`config.mk`:
```
export PLATFORM = sky130hd
export DESIGN_NAME = host_parallel_slave_port
export DESIGN_NICKNAME = d
export VERILOG_FILES = /design/src/hdl/host_parallel_slave_port.v
export VERILOG_INCLUDE_DIRS = /design/src /design/src/hdl
export SDC_FILE = /design/constraint.sdc
export NUM_CORES = 1
export LEC_CHECK = 0
export ABC_CLOCK_PERIOD_IN_PS = 1600
export BUFFER_PORTS_ARGS = -buffer_cell sky130_fd_sc_hd__buf_2
export CAP_MARGIN = 20
export CORE_AREA = 2 2 83 117
export CTS_CLUSTER_DIAMETER = 120
export DETAILED_ROUTE_END_ITERATION = 12
export DIE_AREA = 0 0 85 119
export GPL_TIMING_DRIVEN = 0
export PLACE_DENSITY = 0.75
export SLEW_MARGIN = 20
export SYNTH_ARGS = -nofsm -noshare
export SYNTH_HDL_FRONTEND = slang
export SYNTH_SLANG_ARGS = --single-unit
```
`constraint.sdc`:
```
create_clock -name clk_sys -period 1.6 [get_ports clk_sys]
set_clock_uncertainty 0.05 [all_clocks]
set_input_delay 0.16 -clock clk_sys [delete_from_list [all_inputs] [get_ports clk_sys]]
set_output_delay 0.16 -clock clk_sys [all_outputs]
set_load 0.05 [all_outputs]
```
`src/hdl/host_port_regs.vh`:
```
// Constants for the host parallel slave port.
// Assumes inclusion by the port module only.
`ifndef HOST_PORT_REGS_VH
`define HOST_PORT_REGS_VH

// Mode select levels
`define MODE_CTRL        1'b0
`define MODE_FAST        1'b1
// Type select levels in control mode
`define TYPE_DATA        1'b0
`define TYPE_ALT         1'b1
// Reset values
`define BYTE_RESET       8'h00
`define WORD_RESET       16'h0000
`define ONES_BYTE        8'hFF
`define SYNC_IDLE        2'h3
// Access kinds handed to the core side
`define KIND_DATA        2'h0
`define KIND_CTRL        2'h1
`define KIND_FAST        2'h2
// Write buffer fill levels
`define BUF_EMPTY        2'h0
`define BUF_DEPTH        2'h2

`endif

```
`src/hdl/host_parallel_slave_port.v`:
```
// Host parallel slave port: asynchronous 8/16-bit host strobes sampled
// on the system clock, write words buffered toward the core.
// Assumes host pins arrive raw; the board resolves data lines from enables.
`timescale 1ns/1ps
`include "host_port_regs.vh"

// Functional notes
// Drive low data byte only while select and read strobe are low.
// Data lines are inputs while select and write strobe are low.
// Capture write data at write strobe rise with select low.
// Present read data once read strobe falls with select low.
// Decode access kind from mode and type selects with strobes.
// Control mode: type picks data or status, data or control.
// Fast mode ignores type select; every access is data.
// Control mode: raise request while data waits for host.
// Host read with select and read low clears the request.
// Select active low; strobes ignored while select high.
// Mode select low is control mode, high is fast mode.
// High byte carries data only in fast mode.
// Fast mode: done flag shows current transfer completion.
// Synchronise host strobes before edge detection, one action each.
module host_parallel_slave_port (
    // System
    input  wire        clk_sys,
    input  wire        rst_b,
    // Host control pins
    input  wire        host_cs_b,
    input  wire        host_rd_b,
    input  wire        host_wr_b,
    input  wire        transfer_type_select,
    input  wire        transfer_mode_select,
    // Host data pins, split three ways
    input  wire [7:0]  host_bus_low_byte_in,
    output reg  [7:0]  host_bus_low_byte_out,
    output wire        host_bus_low_byte_oe_b,
    input  wire [7:0]  host_bus_high_byte_in,
    output reg  [7:0]  host_bus_high_byte_out,
    output wire        host_bus_high_byte_oe_b,
    // Host status pins
    output reg         host_irq,
    output wire        transfer_done_flag,
    // Core side: words written by the host
    output wire        wr_valid,
    input  wire        wr_ready,
    output wire [15:0] wr_data,
    output wire [1:0]  wr_kind,
    // Core side: words to be read by the host
    input  wire        rd_valid,
    output wire        rd_ready,
    input  wire [15:0] rd_data,
    input  wire [7:0]  status_byte
);

// =============================================
// Pin synchronisers
reg [1:0] cs_q;
reg [1:0] rd_q;
reg [1:0] wr_q;
reg [1:0] mode_q;
reg [1:0] type_q;
reg [7:0] dlo_s1_q;
reg [7:0] dlo_q;
reg [7:0] dhi_s1_q;
reg [7:0] dhi_q;
reg       rd_act_q;
reg       wr_act_q;

// Only the second stage is read by logic
wire cs_b   = cs_q[1];
wire mode_s = mode_q[1];
wire type_s = type_q[1];
// select gating
wire rd_act = ~cs_b & ~rd_q[1];
wire wr_act = ~cs_b & ~wr_q[1];
// single edge events
wire rd_fall = rd_act & ~rd_act_q;
wire rd_end  = ~rd_act & rd_act_q;
// capture at write rise
wire wr_rise = ~wr_act & wr_act_q & ~cs_b;

// two-stage sampling
always @(posedge clk_sys or negedge rst_b) begin
    if (!rst_b) begin
        cs_q     <= `SYNC_IDLE;
        rd_q     <= `SYNC_IDLE;
        wr_q     <= `SYNC_IDLE;
        mode_q   <= {2{`MODE_CTRL}};
        type_q   <= {2{`TYPE_DATA}};
        dlo_s1_q <= `BYTE_RESET;
        dlo_q    <= `BYTE_RESET;
        dhi_s1_q <= `BYTE_RESET;
        dhi_q    <= `BYTE_RESET;
        rd_act_q <= 1'b0;
        wr_act_q <= 1'b0;
    end else begin
        cs_q     <= {cs_q[0], host_cs_b};
        rd_q     <= {rd_q[0], host_rd_b};
        wr_q     <= {wr_q[0], host_wr_b};
        mode_q   <= {mode_q[0], transfer_mode_select};
        type_q   <= {type_q[0], transfer_type_select};
        dlo_s1_q <= host_bus_low_byte_in;
        dlo_q    <= dlo_s1_q;
        dhi_s1_q <= host_bus_high_byte_in;
        dhi_q    <= dhi_s1_q;
        rd_act_q <= rd_act;
        wr_act_q <= wr_act;
    end
end

// =============================================
// Access decode
function [1:0] kind_of;
    input mode;
    input typ;
    begin
        // mode level picks mode
        // fast mode ignores type
        if (mode == `MODE_FAST)
            kind_of = `KIND_FAST;
        // control mode type choice
        else if (typ == `TYPE_DATA)
            kind_of = `KIND_DATA;
        else
            kind_of = `KIND_CTRL;
    end
endfunction

// kind latched with strobe
wire [1:0] cur_kind = kind_of(mode_s, type_s);

// =============================================
// Two-entry write buffer
reg [15:0] buf_data_q [0:1];
reg [1:0]  buf_kind_q [0:1];
reg [15:0] wdat_q;
reg        wptr_q;
reg        rptr_q;
reg [1:0]  count_q;

wire buf_full  = (count_q == `BUF_DEPTH);
wire buf_push  = wr_rise & ~buf_full;
wire buf_pop   = wr_valid & wr_ready;
// Push that takes the last free entry
wire buf_fill  = buf_push & ~buf_pop & (count_q != `BUF_EMPTY);

assign wr_valid = (count_q != `BUF_EMPTY);
assign wr_data  = buf_data_q[rptr_q];
assign wr_kind  = buf_kind_q[rptr_q];

always @(posedge clk_sys or negedge rst_b) begin
    if (!rst_b) begin
        buf_data_q[0] <= `WORD_RESET;
        buf_data_q[1] <= `WORD_RESET;
        buf_kind_q[0] <= `KIND_DATA;
        buf_kind_q[1] <= `KIND_DATA;
        wptr_q        <= 1'b0;
        rptr_q        <= 1'b0;
        count_q       <= `BUF_EMPTY;
        wdat_q        <= `WORD_RESET;
    end else begin
        // last word seen with strobe low
        if (wr_act)
            wdat_q <= {dhi_q, dlo_q};
        if (buf_push) begin
            // high byte only in fast mode
            buf_data_q[wptr_q] <= {(mode_s ? wdat_q[15:8] : `BYTE_RESET),
                                   wdat_q[7:0]};
            buf_kind_q[wptr_q] <= cur_kind;
            wptr_q             <= ~wptr_q;
        end
        if (buf_pop)
            rptr_q <= ~rptr_q;
        count_q <= count_q + {1'b0, buf_push} - {1'b0, buf_pop};
    end
end

// =============================================
// Read path, request and ready flags
reg rd_is_data_q;
reg done_q;

// Core word consumed at end of a data read
assign rd_ready = rd_end & rd_is_data_q & rd_valid;

always @(posedge clk_sys or negedge rst_b) begin
    if (!rst_b) begin
        host_bus_low_byte_out  <= `BYTE_RESET;
        host_bus_high_byte_out <= `BYTE_RESET;
        rd_is_data_q           <= 1'b0;
        host_irq               <= 1'b0;
        done_q                 <= 1'b1;
    end else begin
        // present data on read fall
        if (rd_fall) begin
            rd_is_data_q <= (cur_kind != `KIND_CTRL);
            if (cur_kind == `KIND_CTRL) begin
                // status on alternate read
                host_bus_low_byte_out  <= status_byte;
                host_bus_high_byte_out <= `BYTE_RESET;
            end else begin
                host_bus_low_byte_out  <= rd_data[7:0];
                host_bus_high_byte_out <= rd_data[15:8];
            end
        end
        // read clears, R8 pending data sets
        if (mode_s == `MODE_CTRL && rd_valid && !rd_act)
            host_irq <= 1'b1;
        else if (rd_fall || mode_s == `MODE_FAST)
            host_irq <= 1'b0;
        // busy during access, ready once taken
        if (rd_fall || wr_act || buf_full || buf_fill)
            done_q <= 1'b0;
        else if (!rd_act)
            done_q <= 1'b1;
    end
end

// flag shown in fast mode
assign transfer_done_flag = done_q | ~mode_s;

// drive only on active read, R2 input otherwise
assign host_bus_low_byte_oe_b  = ~(~host_cs_b & ~host_rd_b);
// high byte driven in fast mode only
assign host_bus_high_byte_oe_b = ~(~host_cs_b & ~host_rd_b & mode_s);

endmodule // host_parallel_slave_port

```
==> impl_results.md <==
- Async S/R FF share, synth: 1.00
- Crit share post-route: 1.07
- Core region area: around 9000 sq um
- Global-route wire length before repair: 15200 microns
- Count of final hold-check violations: 0
- DRT antenna net count: 0
- Total design power: 11.7 mW
- Number of sinks driven by the clock tree: 119
- Total iterations of the first detailed-routing run: 4
- Max-cap violation count: 0
- P_leak: 3.11 nW
- Unique cell type count in the Yosys netlist: 31
- Total Routing Usage GR: 0.199
- # IOs: 89
- Share of total power in sequential cells: 0.350
- Syn avg cell area: 14.5 sq um
- Worst hold-check path type: input pin to flop
- DRT iter0 DRCs: 155
- Die Height: ~120 microns
- Maximum fanout encountered on the critical timing path: 9
- Proportion of layout cells with a drive suffix above 1: 0.491
- DIE WIDTH: 85 microns
- Count of mapped cells out of synthesis: 302
- TritonCTS Buffers: 17
- Post-DR wirelength/cell: around 16 microns
- Port bufs: 88
- CP Launch Type: flop
- Diodes inserted: 0
- Violations in the final reports: negative setup slack
- Area growth from synthesis to final layout: 47.3%
- Initial antenna violation count: 0
- Maximum vdd ir drop: 0.00134 V
- Largest net degree at the start of global routing: between 80 and 90
- Kind of critical path: flop to primary output
- Power density over the cells: 1810 nW/um^2
- Count of fill cells added during filler insertion: 597
- Post-layout net count: between 500 and 600
- Internal power: about 7.8 mW
- Crit path DAT: 1.50 ns
- Switching share of total power: 0.331
- Actual slew at the worst max-slew pin: 0.463 ns
- Yosys warnings: 0
- Number of vias per cell after detailed routing: 4.97
- Post-route DRC violation count: 0
- GPL Wtd Cong: 0.721
- Initial Util: 0.477
- Worst-case hold slack: 0.0358 ns
- Clock latency on the worst-skew pair: 0.41 ns
- Commonest cells in the netlist: sky130_fd_sc_hd__dfrtp_1, sky130_fd_sc_hd__mux2_2, sky130_fd_sc_hd__nand2_1
- Total routed wirelength: around 9500 microns
- Share of Yosys cell area claimed by the top area cell type: 0.639
- RSZ-0062 raised after global routing: true
- Root cell of the clock tree: sky130_fd_sc_hd__clkbuf_16
- Die area: 10100 sq um
- Clock power frac: 0.299
- Maximum buffer depth of the clock tree: 2
- Cell type with the largest total area after synthesis: sky130_fd_sc_hd__dfrtp_1
- Summed instance area of the synthesized netlist: about 4400 sq um
- Total via count after detailed routing: 2970
- Worst relative slew slack: 0.692
- Cell Rows: 42
- Max Freq: a little under 0.6 GHz
- Logic gate share of total power: 0.350
- Count of final setup violators: 54
- Clock tree from TritonCTS: built
- Post-synth EDFFs: 0
- Endpoint kind of the worst setup timing path: primary output
- Final core occ: 0.703
- Cell types occupying the most area after synthesis: sky130_fd_sc_hd__dfrtp_1, sky130_fd_sc_hd__mux2_2, sky130_fd_sc_hd__dfstp_2
- DP Wirelength: 5240 microns
- Net switching power figure: 3.89 mW
- Most instantiated library cell after synthesis: sky130_fd_sc_hd__dfrtp_1
- Clock-pin slew on the worst setup and hold paths: 0.05 ns
- Final critical-path required period: around 1.7 ns
- Via count of the first global-routing pass: 3166
- Data required time at the worst endpoint: 1.39 ns
- Top flip-flop cell by instance count after synthesis: sky130_fd_sc_hd__dfrtp_1
- Yosys reg bits: 119
- Run status: complete, but fails checks
- Final global-route overflow total: 0
- CTS H-tree lvls: 4
- Register area share after synthesis: 0.680
- Setup slack after layout: -0.106 ns
- Syn nets: 353
- Pins over their slew limit: 0
==> power groups by stage <==
stage	combinational [mW]	sequential (mW)	clock [mW]
floorplan	2.38	4.24	0
global placement	3.25	4.05	0
detailed placement	3.30	4.11	0
CTS	3.77	4.09	3.60
global route	4.32	4.19	3.76
finish	4.11	4.11	3.51
==> logic make-up (layout without fill, tap and decap cells) <==
logic type / Yosys count / count (layout) / share of synthesized area
AOI/OAI and AO/OA: 15 / 15 / 0.0208
xor gates and xnor gates: 3 / 3 / 0.00599
adders and majority gates: 2 / 2 / 0.00570
buffers and inverters: 15 / 200 / 0.0168
DFF: 119 / 119 / 0.680
muxes: 70 / 70 / 0.180
and+or+nand+nor: 78 / 78 / 0.0907
==> path summary, 6_finish.rpt <==
kind / startpoint / cells past startpoint / slack (ns) / to
worst max-delay path: rptr_q / 3 / -0.11 / wr_kind[1]
worst max register to register: count_q[0] / 5 / -0.09 / buf_data_q[30]
worst min-delay path: wr_ready / 3 / 0.04 / rptr_q
max in group asynchronous: rst_b / 3 / 0.61 / done_q
min in group asynchronous: rst_b / 2 / 0.16 / buf_data_q[24]
worst min register to register: mode_q[0] / 0 / 0.29 / mode_q[1]
==> registers in the layout (all words and copies together) (netlist names) <==
signal                  cells
count_q                     2
dhi_s1_q                    8
host_bus_high_byte_out      8
rptr_q                      1
cs_q                        2
host_bus_low_byte_out       8
mode_q                      2
rd_is_data_q                1
type_q                      2
done_q                      1
host_irq                    1
dlo_s1_q                    8
dlo_q                       8
rd_act_q                    1
wr_q                        2
wptr_q                      1
buf_kind_q                  4
wdat_q                     16
wr_act_q                    1
dhi_q                       8
buf_data_q                 32
rd_q                        2
==> per-layer routing <==
| metal | up-vias | wire length, microns | track usage |
|---|---|---|---|
| met5 | - | 0 | 0 |
| met4 | 0 | 325 | 0.115 |
| met3 | 30 | 369 | 0.0624 |
| met2 | 77 | 5120 | 0.318 |
| met1 | 1490 | 3700 | 0.234 |
| li1 | 1373 | - | - |
==> final cells by class <==
cell class,count,area [sq um],area share
Timing Repair Buffer,156,1220,0.188
Clock inverter,4,45.0,0.00696
Multi-Input combinational cell,168,1460,0.226
Inverter,3,11.3,0.00174
Tap cell,110,138,0.0213
Buffer,9,86.3,0.0133
Sequential cell,119,2990,0.462
Clock buffer,28,517,0.0799
==> placed cells by master (no fill, tap or decap), drive strengths merged, types with 8 or more instances in the layout <==
master         n
nand2         38
nor2          14
nand3          8
dlygate4sd3   47
dfrtp        112
buf          115
and2           8
clkbuf        31
a31oi          8
mux2          70
==> critical path, stage by stage, from the launching register on <==
cell and delay (ns):
sky130_fd_sc_hd__dfrtp_2 0.38, sky130_fd_sc_hd__buf_6 0.15, sky130_fd_sc_hd__mux2_2 0.36, sky130_fd_sc_hd__buf_4 0.19
==> per-stage QoR <==
step           setup WS, ns  setup TNS (ns)  instances  cell area, sq um
2_1_floorplan       -0.0632          -0.653        302              4390
3_3_place_gp         -0.969         -120.84        500              4970
3_5_place_dp         -0.407          -10.95        501              5000
4_1_cts              -0.138           -2.57        592              6290
5_1_grt              -0.151           -5.69        597              6470
6_report             -0.106           -2.74        597              6470
==> what timing repair did <==
action / 4_1_cts / 5_1_grt
hold endpoints to repair: 150 / 0
hold buffers: 47 / 0
gates resized for setup: 58 / 38
endpoints found under the setup margin: 61 / 70
buffers inserted: 12 / 8
pin swaps: 3 / 7
cloned: 1 / 0
Note: power is estimated with default switching activity, not from simulation.
